===== config.mk =====
export PLATFORM = sky130hd
export DESIGN_NAME = isa_cycle_timing_controller
export DESIGN_NICKNAME = d
export VERILOG_FILES = /design/src/include/isa_cycle_pkg.sv /design/src/design/isa_cycle_timing_controller.sv
export VERILOG_INCLUDE_DIRS = /design/src /design/src/include
export SDC_FILE = /design/constraint.sdc
export NUM_CORES = 1
export LEC_CHECK = 0
export BUFFER_PORTS_ARGS = -buffer_cell sky130_fd_sc_hd__clkbuf_2
export CAP_MARGIN = 20
export CORE_MARGIN = 2
export CORE_UTILIZATION = 61
export CTS_BUF_LIST = sky130_fd_sc_hd__clkbuf_2
export CTS_CLUSTER_DIAMETER = 60
export DETAILED_ROUTE_END_ITERATION = 6
export PLACE_DENSITY = 0.89
export SYNTH_ARGS = -nofsm -noshare
export SYNTH_HDL_FRONTEND = slang
export SYNTH_SLANG_ARGS = --single-unit

===== constraint.sdc =====
create_clock -name CORE_CLK -period 9.91 [get_ports CORE_CLK]
set_input_delay 1.982 -clock CORE_CLK [delete_from_list [all_inputs] [get_ports CORE_CLK]]
set_output_delay 1.982 -clock CORE_CLK [all_outputs]
set_load 0.01 [all_outputs]

===== src/include/isa_cycle_defines.svh =====
// Register offsets, field positions, reset values and timing figures
`ifndef ISA_CYCLE_DEFINES_SVH
`define ISA_CYCLE_DEFINES_SVH
`define OFS_CLK_DIV 8'h01
`define OFS_BUS_MODE 8'h34
`define OFS_IO_WAIT 8'h35
`define OFS_MEM_WAIT 8'h36
`define OFS_STATUS 8'h37
`define RST_CLK_DIV 8'h02
`define RST_BUS_MODE 8'h00
`define RST_IO_WAIT 8'h00
`define RST_MEM_WAIT 8'h00
`define DIV_LO 0
`define DIV_HI 1
`define MODE_LO 6
`define MODE_HI 7
`define LEAD_LO 0
`define LEAD_HI 1
`define IOCS_EN_BIT 4
`define MEMCS_EN_BIT 5
`define IOW_LO 0
`define IOW_HI 2
`define M8W_LO 0
`define M8W_HI 2
`define M16W_LO 4
`define M16W_HI 6
`define DIV_4 2'b00
`define DIV_3 2'b01
`define N_DIV4 6'd4
`define N_DIV3 6'd3
`define N_DIV2 6'd2
`define LOW_DIV4 6'd2
`define LOW_DIV3 6'd2
`define LOW_DIV2 6'd1
`define M16_PERIODS 6'd2
`define ZERO_WAIT_PERIODS 6'd3
`define ONE_CYC 6'd1
`endif


===== src/include/isa_cycle_pkg.sv =====
// Types shared by the expansion-bus cycle controller
package isa_cycle_pkg;
	typedef enum logic [3:0] {
		ST_IDLE = 4'b0001,
		ST_LEAD = 4'b0010,
		ST_CMD = 4'b0100,
		ST_RECOV = 4'b1000
	} cyc_state_e;
	typedef enum logic [1:0] {
		CLK_STOP = 2'b00,
		CLK_SYNC = 2'b01,
		CLK_STRETCH = 2'b10,
		CLK_RSVD = 2'b11
	} clk_mode_e;
	typedef logic [5:0] cnt_t;
endpackage : isa_cycle_pkg


===== src/design/isa_cycle_timing_controller.sv =====
// Expansion-bus memory and I/O cycle generator with programmable timing
// Overview of operation
// - Stop mode: fixed lead-off per divisor
// - Sync mode: lead-off range per divisor
// - Stretch mode: fixed lead-off per divisor
// - Range resolved by bus clock phase alignment
// - Extra lead-off field adds 0-3 clocks
// - 16-bit memory strobe: (2+W) bus periods
// - Other strobes: period + low time + W
// - Separate I/O, 8-bit, 16-bit memory waits
// - Wait settings 0-7 set minimum strobe
// - Zero-wait cycle completes in three periods
// - Channel ready low extends the strobe
// - Channel ready ignored for system RAM/ROM
// - Memory read/write use memory strobes
// - Memory chip-select-16 gives one word transfer
// - Otherwise two byte cycles, even first
// - I/O read/write use I/O strobes
// - I/O chip-select-16 gives one word transfer
// - Otherwise two byte I/O cycles, even first
// - Divisor field selects /4, /3, /2
// - Mode field selects stop, sync, stretch
`include "isa_cycle_defines.svh"
module isa_cycle_timing_controller
	import isa_cycle_pkg::*;
(
	input wire logic CORE_CLK,
	input wire logic RST,
	input wire logic [7:0] REG_ADDR,
	input wire logic [7:0] REG_WDATA,
	input wire logic REG_WR,
	input wire logic REG_RD,
	output logic [7:0] REG_RDATA,
	input wire logic REQ,
	input wire logic REQ_WR,
	input wire logic REQ_IO,
	input wire logic REQ_WORD,
	input wire logic REQ_SYS,
	input wire logic [19:0] REQ_ADDR,
	input wire logic [15:0] REQ_WDATA,
	output logic REQ_BUSY,
	output logic REQ_DONE,
	output logic [15:0] REQ_RDATA,
	output logic BUS_CLK,
	output logic [19:0] BUS_ADDR,
	output logic BHE_N,
	output logic [15:0] BUS_DATA_OUT,
	output logic BUS_DATA_OE,
	input wire logic [15:0] BUS_DATA_IN,
	output logic MEM_RD_N,
	output logic MEM_WR_N,
	output logic IO_RD_N,
	output logic IO_WR_N,
	input wire logic CHAN_READY,
	input wire logic MEMCS16_N,
	input wire logic IOCS16_N
);

	logic [7:0] clk_div_q;
	logic [7:0] bus_mode_q;
	logic [7:0] io_wait_q;
	logic [7:0] mem_wait_q;
	cyc_state_e state_q;
	cnt_t cnt_q;
	logic [1:0] phase_q;
	logic bus_clk_q;
	logic wr_q;
	logic io_q;
	logic word_q;
	logic sys_q;
	logic wide_q;
	logic half_q;
	logic cmd_q;
	logic done_q;
	logic [19:0] addr_q;
	logic [15:0] wdata_q;
	logic [15:0] rdata_q;
	logic [7:0] rd_q;
	logic [1:0] div_sel;
	clk_mode_e mode;
	cnt_t n;
	cnt_t low;
	logic run;
	logic last_phase;
	logic wide_ok;
	logic split;

	// Processor clocks per bus clock period
	function automatic cnt_t div_n(input logic [1:0] d);
		if (d == `DIV_4) begin
			div_n = `N_DIV4;
		end else if (d == `DIV_3) begin
			div_n = `N_DIV3;
		end else begin
			div_n = `N_DIV2;
		end
	endfunction : div_n

	// Bus clock low time; /3 spends two thirds low
	function automatic cnt_t div_low(input logic [1:0] d);
		if (d == `DIV_4) begin
			div_low = `LOW_DIV4;
		end else if (d == `DIV_3) begin
			div_low = `LOW_DIV3;
		end else begin
			div_low = `LOW_DIV2;
		end
	endfunction : div_low

	// Least lead-off; the upper end of a range comes from phase alignment
	function automatic cnt_t lead_base(input clk_mode_e m, input logic [1:0] d,
			input logic m16);
		lead_base = m16 ? 6'd2 : 6'd3;
		if (m == CLK_SYNC) begin
			lead_base = m16 ? 6'd2 : 6'd3;
		end else if (m == CLK_STRETCH) begin
			if (d == `DIV_4) begin
				lead_base = m16 ? 6'd2 : 6'd4;
			end else begin
				lead_base = m16 ? 6'd2 : 6'd3;
			end
		end else begin
			if (d == `DIV_4) begin
				lead_base = m16 ? 6'd3 : 6'd5;
			end else if (d == `DIV_3) begin
				lead_base = m16 ? 6'd3 : 6'd4;
			end else begin
				lead_base = m16 ? 6'd2 : 6'd3;
			end
		end
	endfunction : lead_base

	always_comb begin
		div_sel = clk_div_q[`DIV_HI:`DIV_LO];
		mode = clk_mode_e'(bus_mode_q[`MODE_HI:`MODE_LO]);
		n = div_n(div_sel);
		low = div_low(div_sel);
		run = (mode != CLK_STOP) || (state_q != ST_IDLE);
		last_phase = ({4'h0, phase_q} == n - `ONE_CYC);
		wide_ok = io_q ? (bus_mode_q[`IOCS_EN_BIT] && !IOCS16_N)
			: (bus_mode_q[`MEMCS_EN_BIT] && !MEMCS16_N);
		split = word_q && !wide_q;
	end

	// Register port: writes steer timing, status shows cycle state
	always_ff @(posedge CORE_CLK) begin
		if (RST) begin
			clk_div_q <= `RST_CLK_DIV;
			bus_mode_q <= `RST_BUS_MODE;
			io_wait_q <= `RST_IO_WAIT;
			mem_wait_q <= `RST_MEM_WAIT;
		end else if (REG_WR) begin
			if (REG_ADDR == `OFS_CLK_DIV) begin
				clk_div_q <= REG_WDATA;
			end else if (REG_ADDR == `OFS_BUS_MODE) begin
				bus_mode_q <= REG_WDATA;
			end else if (REG_ADDR == `OFS_IO_WAIT) begin
				io_wait_q <= REG_WDATA;
			end else if (REG_ADDR == `OFS_MEM_WAIT) begin
				mem_wait_q <= REG_WDATA;
			end
		end
	end

	always_ff @(posedge CORE_CLK) begin
		if (RST) begin
			rd_q <= 8'h00;
		end else if (REG_RD) begin
			if (REG_ADDR == `OFS_CLK_DIV) begin
				rd_q <= clk_div_q;
			end else if (REG_ADDR == `OFS_BUS_MODE) begin
				rd_q <= bus_mode_q;
			end else if (REG_ADDR == `OFS_IO_WAIT) begin
				rd_q <= io_wait_q;
			end else if (REG_ADDR == `OFS_MEM_WAIT) begin
				rd_q <= mem_wait_q;
			end else if (REG_ADDR == `OFS_STATUS) begin
				rd_q <= {state_q, half_q, wide_q, cmd_q, REQ_BUSY};
			end else begin
				rd_q <= 8'h00;
			end
		end else begin
			rd_q <= 8'h00;
		end
	end

	// Bus clock divider; stop mode parks it, stretch restarts it at the strobe
	always_ff @(posedge CORE_CLK) begin
		if (RST) begin
			phase_q <= 2'b00;
			bus_clk_q <= 1'b0;
		end else if (!run) begin
			phase_q <= 2'b00;
			bus_clk_q <= 1'b0;
		end else begin
			if (state_q == ST_LEAD && cnt_q == 6'd0 && mode != CLK_SYNC) begin
				phase_q <= 2'b00;
			end else if (last_phase) begin
				phase_q <= 2'b00;
			end else begin
				phase_q <= phase_q + 2'b01;
			end
			bus_clk_q <= ({4'h0, phase_q} < n - low);
		end
	end

	// Cycle sequencer
	always_ff @(posedge CORE_CLK) begin
		if (RST) begin
			state_q <= ST_IDLE;
			cnt_q <= 6'd0;
			cmd_q <= 1'b0;
			done_q <= 1'b0;
			half_q <= 1'b0;
			wide_q <= 1'b0;
		end else begin
			done_q <= 1'b0;
			case (state_q)
				ST_IDLE: begin
					if (REQ) begin
						half_q <= 1'b0;
						wide_q <= 1'b0;
						cnt_q <= lead_base(mode, div_sel, REQ_WORD && !REQ_IO)
							+ {4'h0, bus_mode_q[`LEAD_HI:`LEAD_LO]}
							- `ONE_CYC;
						state_q <= ST_LEAD;
					end
				end
				ST_LEAD: begin
					if (cnt_q != 6'd0) begin
						cnt_q <= cnt_q - `ONE_CYC;
					end else if (mode != CLK_SYNC || last_phase) begin
						cmd_q <= 1'b1;
						// Width is sampled here, ahead of the second bus state
						wide_q <= word_q && !half_q && wide_ok;
						if (word_q && !half_q && wide_ok && !io_q) begin
							cnt_q <= (`M16_PERIODS
								+ {3'h0, mem_wait_q[`M16W_HI:`M16W_LO]}) * n
								- `ONE_CYC;
						end else if (io_q) begin
							cnt_q <= n + low + {3'h0, io_wait_q[`IOW_HI:`IOW_LO]} * n
								- `ONE_CYC;
						end else begin
							cnt_q <= n + low + {3'h0, mem_wait_q[`M8W_HI:`M8W_LO]} * n
								- `ONE_CYC;
						end
						state_q <= ST_CMD;
					end
				end
				ST_CMD: begin
					if (cnt_q != 6'd0) begin
						cnt_q <= cnt_q - `ONE_CYC;
					end else if (sys_q || CHAN_READY) begin
						cmd_q <= 1'b0;
						// Recovery pads a zero-wait cycle out to three periods
						cnt_q <= (n > low) ? n - low - `ONE_CYC : 6'd0;
						state_q <= ST_RECOV;
					end
				end
				ST_RECOV: begin
					if (cnt_q != 6'd0) begin
						cnt_q <= cnt_q - `ONE_CYC;
					end else if (split && !half_q) begin
						half_q <= 1'b1;
						cnt_q <= lead_base(mode, div_sel, 1'b0)
							+ {4'h0, bus_mode_q[`LEAD_HI:`LEAD_LO]} - `ONE_CYC;
						state_q <= ST_LEAD;
					end else begin
						done_q <= 1'b1;
						state_q <= ST_IDLE;
					end
				end
				default: begin
					state_q <= ST_IDLE;
				end
			endcase
		end
	end

	// Request capture and address/data lanes
	always_ff @(posedge CORE_CLK) begin
		if (RST) begin
			wr_q <= 1'b0;
			io_q <= 1'b0;
			word_q <= 1'b0;
			sys_q <= 1'b0;
			addr_q <= 20'h00000;
			wdata_q <= 16'h0000;
		end else if (state_q == ST_IDLE && REQ) begin
			wr_q <= REQ_WR;
			io_q <= REQ_IO;
			word_q <= REQ_WORD;
			sys_q <= REQ_SYS;
			addr_q <= REQ_ADDR;
			wdata_q <= REQ_WDATA;
		end else if (state_q == ST_RECOV && cnt_q == 6'd0 && split && !half_q) begin
			addr_q <= addr_q | 20'h00001;
			wdata_q <= {wdata_q[15:8], wdata_q[15:8]};
		end
	end

	// Read data; the odd byte of a split cycle arrives on the low lane
	always_ff @(posedge CORE_CLK) begin
		if (RST) begin
			rdata_q <= 16'h0000;
		end else if (state_q == ST_CMD && cnt_q == 6'd0 && (sys_q || CHAN_READY)
				&& !wr_q) begin
			if (wide_q) begin
				rdata_q <= BUS_DATA_IN;
			end else if (half_q) begin
				rdata_q <= {BUS_DATA_IN[7:0], rdata_q[7:0]};
			end else begin
				rdata_q <= {8'h00, BUS_DATA_IN[7:0]};
			end
		end
	end

	// PC Card strobe delay lives in the card controller, not here
	assign BUS_CLK = bus_clk_q;
	assign BUS_ADDR = addr_q;
	assign BHE_N = !(wide_q || addr_q[0] || (word_q && !half_q));
	assign BUS_DATA_OUT = wdata_q;
	assign BUS_DATA_OE = wr_q && (state_q != ST_IDLE);
	assign MEM_RD_N = !(cmd_q && !io_q && !wr_q);
	assign MEM_WR_N = !(cmd_q && !io_q && wr_q);
	assign IO_RD_N = !(cmd_q && io_q && !wr_q);
	assign IO_WR_N = !(cmd_q && io_q && wr_q);
	assign REQ_BUSY = (state_q != ST_IDLE);
	assign REQ_DONE = done_q;
	assign REQ_RDATA = rdata_q;
	assign REG_RDATA = rd_q;

endmodule : isa_cycle_timing_controller


==> results of run 1 <==
## synth_stat cells, drive strengths merged (4+ instances only)
master | n | area share
clkbuf | 43 | 0.025
or4 | 4 | 0.0046
fa | 15 | 0.046
dfxtp | 113 | 0.35
ha | 38 | 0.073
mux2i | 46 | 0.071
nand2b | 12 | 0.012
a21o | 8 | 0.0092
nand2 | 100 | 0.058
a22oi | 16 | 0.018
nor4 | 4 | 0.0062
a211oi | 17 | 0.020
xor2 | 9 | 0.012
mux4 | 8 | 0.028
inv | 54 | 0.031
a21oi | 73 | 0.056
nor2b | 8 | 0.0077
nor3 | 12 | 0.010
xnor2 | 13 | 0.018
buf | 8 | 0.0077
a311oi | 4 | 0.0063
and2 | 6 | 0.0062
o21ai | 12 | 0.0092
nand3b | 4 | 0.0046
nand3 | 14 | 0.011
nor2 | 81 | 0.047
## metrics by stage
stage / setup slack [ps] / utilization / cells
final: 4950 / 0.727 / 1036
after floorplan: 5590 / - / 766
after global routing: 4730 / 0.727 / 1036
after global placement: 5190 / 0.700 / 1002
after CTS: 5110 / 0.725 / 1035
after detailed placement: 5070 / 0.701 / 1003
## flip-flops by register name (all words and copies together) (netlist names), 2 cells and up
signal        cells
state_q           4
REQ_RDATA        16
BUS_ADDR         20
REG_RDATA         8
BUS_DATA_OUT     16
bus_mode_q        8
io_wait_q         8
mem_wait_q        8
phase_q           2
cnt_q             6
clk_div_q         8
## critical path, cell delays in order, from the launching register on
cell and delay [ps]:
dfxtp_1 480, nor2_1 750, inv_1 440, nand2_1 170, ha_1 260, fa_1 520, fa_1 540, inv_1 70
fa_1 450, xor2_1 150, mux2i_1 90, a2111oi_0 550, o31a_1 200, nand3_1 80, a21oi_1 160
## cells by family (layout without fill, tap and decap cells)
| group | Yosys count | count (layout) | share of synthesized area |
|---|---|---|---|
| mux | 55 | 55 | 0.100 |
| fa+ha+maj | 53 | 53 | 0.119 |
| simple gates | 264 | 264 | 0.191 |
| flops | 113 | 113 | 0.348 |
| compound gates | 152 | 152 | 0.148 |
| xor+xnor | 22 | 22 | 0.0296 |
| buf+inv | 105 | 239 | 0.0637 |
| other cells | 1 | 2 | 0.000577 |
## power groups by stage
stage / Clock, W / Combinational [W] / Sequential, W
3_5_place_dp: 0 / 0.000194 / 0.000510
2_1_floorplan: 0 / 0.000126 / 0.000510
4_1_cts: 0.000325 / 0.000196 / 0.000501
5_1_grt: 0.000343 / 0.000220 / 0.000506
6_report: 0.000320 / 0.000201 / 0.000502
3_3_place_gp: 0 / 0.000190 / 0.000509
## layout make-up
| type | count | area (µm²) | area share |
|---|---|---|---|
| clock buffer | 18 | 90.1 | 0.0120 |
| clock inverter | 14 | 154 | 0.0205 |
| inverter | 54 | 203 | 0.0270 |
| multi-input combinational | 548 | 3830 | 0.510 |
| sequential | 113 | 2260 | 0.301 |
| tap | 136 | 170 | 0.0227 |
| timing repair buffer | 153 | 798 | 0.106 |
## per-layer routing
metal,track usage,vias up
li1,-,2869
met1,0.385,2777
met2,0.480,253
met3,0.0669,30
met4,0.110,0
met5,0,-
## how the worst min path moves through the flow
stage | startpoint | endpoint | slack, ps | cells past startpoint
2_1_floorplan | clk_div_q[4]$_SDFFE_PP0P_ | clk_div_q[4]$_SDFFE_PP0P_ | 440 | 2
3_3_place_gp | BUS_ADDR[14]$_SDFFE_PP0P_ | BUS_ADDR[14]$_SDFFE_PP0P_ | 440 | 2
3_5_place_dp | clk_div_q[2]$_SDFFE_PP0P_ | clk_div_q[2]$_SDFFE_PP0P_ | 450 | 2
4_1_cts | clk_div_q[2]$_SDFFE_PP0P_ | clk_div_q[2]$_SDFFE_PP0P_ | 470 | 2
5_1_grt | BUS_ADDR[7]$_SDFFE_PP0P_ | BUS_ADDR[7]$_SDFFE_PP0P_ | 490 | 2
6_report | BUS_ADDR[14]$_SDFFE_PP0P_ | BUS_ADDR[14]$_SDFFE_PP0P_ | 470 | 2
==> summary.txt, run 1 <==
Clocking
  – CTS Hold Buffers Added: 0
  – Max clock buf depth: 2
  – Clock sinks: 113
  – CTS HTree Levels: 4
  – Root buf cell: clkbuf_2
  – Clk slew on worst S/H paths: 190 ps
  – Post-CTS setup buffer count: 0
  – CTS tree: yes
  – Cts bufs inserted: 17
  – Resized cells post-CTS: 0
  – Clock latency on the worst-skew pair: between 600 and 700 ps

GRT
  – GRT Total Usage: 0.296
  – Largest net degree at the start of global routing: 79
  – First-pass GRT wire length: approximately 27,000 µm
  – Initial antenna violation count: 0
  – Vias in the first global route: 5,614
  – GR Overflow Total: 0

Timing
  – Clock Skews: 39.6 ps
  – Setup Viol. Count Final: 0
  – Slew margin rel.: 0.225
  – Final Cycle Share: 0.500
  – Slew Viols, Final: 0
  – Fin. Hold Viols: 0
  – Fmax: a little over 200 MHz
  – Total negative slack: 0 ps
  – RSZ-0062 raised after global routing: false
  – Slew @ Worst Pin: 1150 ps
  – Fin Hold WS: 467 ps
  – Minimum clock period: 4960 ps

Synthesis
  – Post-synthesis cell type count: 63
  – Synth Area per Inst: 8.50 µm²
  – Number of synthesized flops with an enable pin: 0
  – Synthesized cell area: 6500 µm²
  – Ys async rst share: 0
  – Flops & latches, synth: 113
  – Register area share after synthesis: 0.348
  – Synth Warn #: 0
  – Cells after Synth: 765
  – Top FF cell, synth: dfxtp_1

Place
  – GP Congestion: approximately 0.91
  – Placed standard-cell area: 7240 µm²
  – Post-DP HPWL: roughly 12,000 µm
  – Port bufs: between 100 and 150

Layout
  – Area grow syn2layout: 15.5%
  – Diode count: 0
  – Most common cell after layout, fill and taps aside: clkbuf_2
  – Share of layout cells above drive strength 1: 0.228
  – Nets: 1,020
  – Fill cells: 770
  – Final Cell Area: 7510 µm²
  – Most frequent cells in the layout: clkbuf_2 (165), dfxtp_1 (113), nand2_1 (100), nor2_1 (81), a21oi_1 (73)

Routing
  – 1st-iter DRT viols: 528
  – DRC: 0
  – Met2 routed WL: 7970 µm
  – Metal3 WL: 1310 µm
  – Via count: 5,929
  – Highest metal used: met4
  – Pre-antenna DRT Iters: 6
  – Wirelength per Cell: between 15 and 20 µm
  – Antenna viol nets, final: 0
  – M1 WL: 6820 µm
  – Final WL: approximately 16,000 µm
  – Avg Vias per Cell: roughly 5.7

Pwr
  – Pleak: 3.38 nW
  – VDD IR max: 0.118 mV
  – Final Power: 0.00102 W
  – Switching share of power: 0.335
  – PD cells: 136 nW/µm²
  – Clk pwr share: 0.312
  – Net Sw Power: 0.000343 W
  – Int Pwr: 0.000681 W
  – Part of the power in registers: 0.491
  – Comb power frac: 0.197

Hold path
  – HP Class: flop to flop

Die
  – Initial Util: 0.630
  – Horiz. Die Dim: about 110 µm
  – FP Rows: 37
  – Die height: 107 µm
  – Core area: 10,300 µm²
  – Die area: between 10,000 and 15,000 µm²
  – Ports: 149

Setup path
  – Worst endpoint required time: 10,500 ps
  – R2r setup slk: 4950 ps
  – Worst setup startpoint: clk_div_q[1]$_SDFFE_PP1P_
  – Worst r2r src: clk_div_q[1]$_SDFFE_PP1P_
  – Setup crit end kind: flop
  – Crit path max fanout: 15
  – R2r worst-path depth: 14
  – Startpoint Class: flop
  – Crit Path Class: flop to flop
  – Setup crit end: cnt_q[3]$_SDFFE_PP0P_
  – Crit Reg-Reg Endpoint: cnt_q[3]$_SDFFE_PP0P_
  – CP Data Arrival Time: 5550 ps

Outcome
  – Run status: finished, final reports clean

Run
  – Max_cap viols: 0
(Power assumes the default switching activity.)
==> run 2: changes to the inputs <==
--- a/config.mk
+++ b/config.mk
@@ -9,11 +9,11 @@
 export BUFFER_PORTS_ARGS = -buffer_cell sky130_fd_sc_hd__clkbuf_2
 export CAP_MARGIN = 20
 export CORE_MARGIN = 2
-export CORE_UTILIZATION = 61
+export CORE_UTILIZATION = 56
 export CTS_BUF_LIST = sky130_fd_sc_hd__clkbuf_2
 export CTS_CLUSTER_DIAMETER = 60
 export DETAILED_ROUTE_END_ITERATION = 6
-export PLACE_DENSITY = 0.89
+export PLACE_DENSITY = 0.82
 export SYNTH_ARGS = -nofsm -noshare
 export SYNTH_HDL_FRONTEND = slang
 export SYNTH_SLANG_ARGS = --single-unit
==> constraint.sdc (replaced) <==
create_clock -name CORE_CLK -period 4.85 [get_ports CORE_CLK]
set_input_delay 0.97 -clock CORE_CLK [delete_from_list [all_inputs] [get_ports CORE_CLK]]
set_output_delay 0.97 -clock CORE_CLK [all_outputs]
set_load 0.01 [all_outputs]
==> run 2 against run 1 <==
Critical path type unchanged. Setup slack got worse by 4400 ps. Sequential power rose by 100%. Non-clock buffer count rose by 4. Total power rose by 110%. Critical path depth did not move. Clock power rose by 120%. Final area rose by 0.48%. Largest power group unchanged.
==> summary.txt, run 2 (synthesis gave the netlist of run 1 again) <==
Timing
  – Fmax: 234 MHz (+16%)
  – Minimum clock period: 4270 ps (-686 ps)
  – Final Cycle Share: 0.880 (+0.380)
  – Slew @ Worst Pin: 979 ps (-173 ps)
  – Clock Skews: 21.6 ps (-18.0 ps)
  – Total negative slack: 0 ps (unchanged)
  – Setup Viol. Count Final: 0 (unchanged)
  – Slew margin rel.: 0.344 (+0.119)
  – Setup slack after layout: 581 ps (-4370 ps)
  – Slew Viols, Final: 0 (unchanged)
  – Fin. Hold Viols: 0 (unchanged)
  – RSZ-0062 raised after global routing: false

GRT
  – GR Overflow Total: 0 (unchanged)
  – Vias in the first global route: 5,807 (+3.4%)
  – First-pass GRT wire length: 27,900 µm (+3.9%)
  – Initial antenna violation count: 0 (unchanged)
  – Largest net degree at the start of global routing: 76 (-3.8%)
  – GRT Total Usage: 0.276 (-0.0195)

Clocking
  – Resized cells post-CTS: 0 (unchanged)
  – Clock latency on the worst-skew pair: 700 ps (+40 ps)
  – CTS Hold Buffers Added: 0 (unchanged)
  – Root buf cell: clkbuf_2
  – Post-CTS setup buffer count: 0 (unchanged)
  – Cts bufs inserted: 17 (unchanged)
  – CTS tree: yes
  – Clock sinks: 113 (unchanged)
  – Clk slew on worst S/H paths: 170 ps (-20 ps)
  – Max clock buf depth: 2 (unchanged)
  – CTS HTree Levels: 4 (unchanged)

Setup path
  – Worst path bufs/invs: 2 (unchanged)
  – Setup crit end kind: flop
  – R2r setup slk: 580 ps (-4370 ps)
  – Crit path max-delay family: adder cells
  – Setup crit end: cnt_q[4]$_SDFFE_PP0P_
  – Worst endpoint required time: 5470 ps (-5030 ps)
  – Levels on crit path: 14 (unchanged)
  – Startpoint Class: flop
  – Crit Path Class: flop to flop
  – R2r worst-path depth: 14 (unchanged)
  – Slowest cell on crit path: fa_1
  – Worst setup startpoint: clk_div_q[1]$_SDFFE_PP1P_
  – Worst r2r src: clk_div_q[1]$_SDFFE_PP1P_
  – Crit path max fanout: 14 (-1)
  – Crit Reg-Reg Endpoint: cnt_q[4]$_SDFFE_PP0P_
  – Crit-path max cell delay: 540 ps (-210 ps)
  – Critical Path, Cell by Cell: nand2b_1 > inv_1 > nand2_1 > ha_1 > fa_1 > fa_1 > inv_1 > ha_1 > a21o_1 > a21oi_1 > xnor2_1 > mux2i_1 > or4_1 > a311oi_2
  – CP Data Arrival Time: 4880 ps (-670 ps)

Routing
  – Antenna viol nets, final: 0 (unchanged)
  – DRC: 0 (unchanged)
  – Avg Vias per Cell: 5.62 (-1.8%)
  – 1st-iter DRT viols: 477 (-9.7%)
  – Final WL: 16,600 µm (+1.0%)
  – Wirelength per Cell: 15.8 µm (about the same)
  – Via count: 5,881 (-0.81%)
  – Pre-antenna DRT Iters: 5 (-1)

Place
  – Post-DP HPWL: 12,400 µm (+2.2%)
  – Post-Place Worst Slack: 627 ps (-4450 ps)
  – Placed standard-cell area: 7280 µm² (+0.67%)
  – Port bufs: 148 (unchanged)
  – GP Congestion: 0.977 (+7.5%)
  – Placed Cells: 1,015 (+1.2%)

Layout
  – Most common cell after layout, fill and taps aside: clkbuf_2
  – Area grow syn2layout: 16.0%
  – Share of layout cells above drive strength 1: 0.227 (-0.000757)
  – Max reg flops: 20 (unchanged)
  – Fill cells: 937 (+22%)
  – Diode count: 0 (unchanged)
  – Final Cell Area: 7540 µm² (+0.48%)
  – Most frequent cells in the layout: clkbuf_2 (165), dfxtp_1 (113), nand2_1 (100), nor2_1 (81), a21oi_1 (73)
  – Layout Cells excl Fill: 1,046 (+0.97%)
  – Register area: 2260 µm² (unchanged)
  – Nets: 1,024 (+0.39%)
  – Final core occ: 0.663 (-0.0637)
  – Footprint of the multi-input gates: 3830 µm² (unchanged)

Die
  – FP Rows: 39 (+5.4%)
  – Horiz. Die Dim: 112 µm (+4.2%)
  – Core area: 11,400 µm² (+10%)
  – Die area: 12,500 µm² (+8.6%)
  – Ports: 149 (unchanged)
  – Initial Util: 0.572 (-0.0579)
  – Die height: 112 µm (+4.2%)

Outcome
  – Run status: finished, final reports clean

Run
  – Max_cap viols: 0 (unchanged)

Pwr
  – PD cells: 282 nW/µm² (+110%)
  – VDD IR max: 0.221 mV (+88%)
  – Pleak: 3.39 nW (+0.54%)

Hold path
  – HP Class: input pin to flop
-- run 2: per-layer routing --
layer  track usage  up-vias  part of all wire
li1              -     2874                 -
met1         0.359     2704              0.42
met2         0.432      265              0.46
met3        0.0898       38             0.097
met4         0.103        0             0.024
met5             0        -                 0
-- run 2: final cells by class --
type | count | area share
Inverter | 54 | 0.0269
Timing Repair Buffer | 157 | 0.107
Multi-Input combinational cell | 548 | 0.508
Tap cell | 143 | 0.0237
Clock inverter | 13 | 0.0224
Sequential cell | 113 | 0.300
Clock buffer | 18 | 0.0119
-- run 2: power by group --
group	switching [W]	total, W	internal [W]	leakage (nW)
registers	0.0000467	0.00102	0.000978	0.918
clock network	0.000364	0.000694	0.000330	0.150
logic	0.000245	0.000412	0.000167	2.33
total	0.000656	0.00213	0.00147	3.39
-- run 2: worst min path at each step --
stage / startpoint / endpoint / cells past startpoint
after global routing: REQ_ADDR[5] / BUS_ADDR[5]$_SDFFE_PP0P_ / 3
after floorplan: clk_div_q[4]$_SDFFE_PP0P_ / clk_div_q[4]$_SDFFE_PP0P_ / 2
final: REQ_ADDR[5] / BUS_ADDR[5]$_SDFFE_PP0P_ / 3
after detailed placement: BUS_ADDR[9]$_SDFFE_PP0P_ / BUS_ADDR[9]$_SDFFE_PP0P_ / 2
after global placement: BUS_ADDR[3]$_SDFFE_PP0P_ / BUS_ADDR[3]$_SDFFE_PP0P_ / 2
after CTS: REQ_ADDR[5] / BUS_ADDR[5]$_SDFFE_PP0P_ / 3
-- run 2: stage by stage --
| stage | hold slack [ps] | power (W) |
|---|---|---|
| finish | 463 | 0.00213 |
| global route | 422 | 0.00223 |
| CTS | 408 | 0.00214 |
| detailed placement | 446 | 0.00145 |
| global placement | 441 | 0.00144 |
| floorplan | 436 | 0.00130 |
-- run 2: worst register-to-register path, delay by kind of cell, from the launching register on --
kind	cells	cell delay, ps
AOI/OAI and AO/OA	3	580
xor gates and xnor gates	1	130
adders and majority gates	4	1670
buffers and inverters	2	460
DFF	1	470
muxes	1	80
and+or+nand+nor	3	810
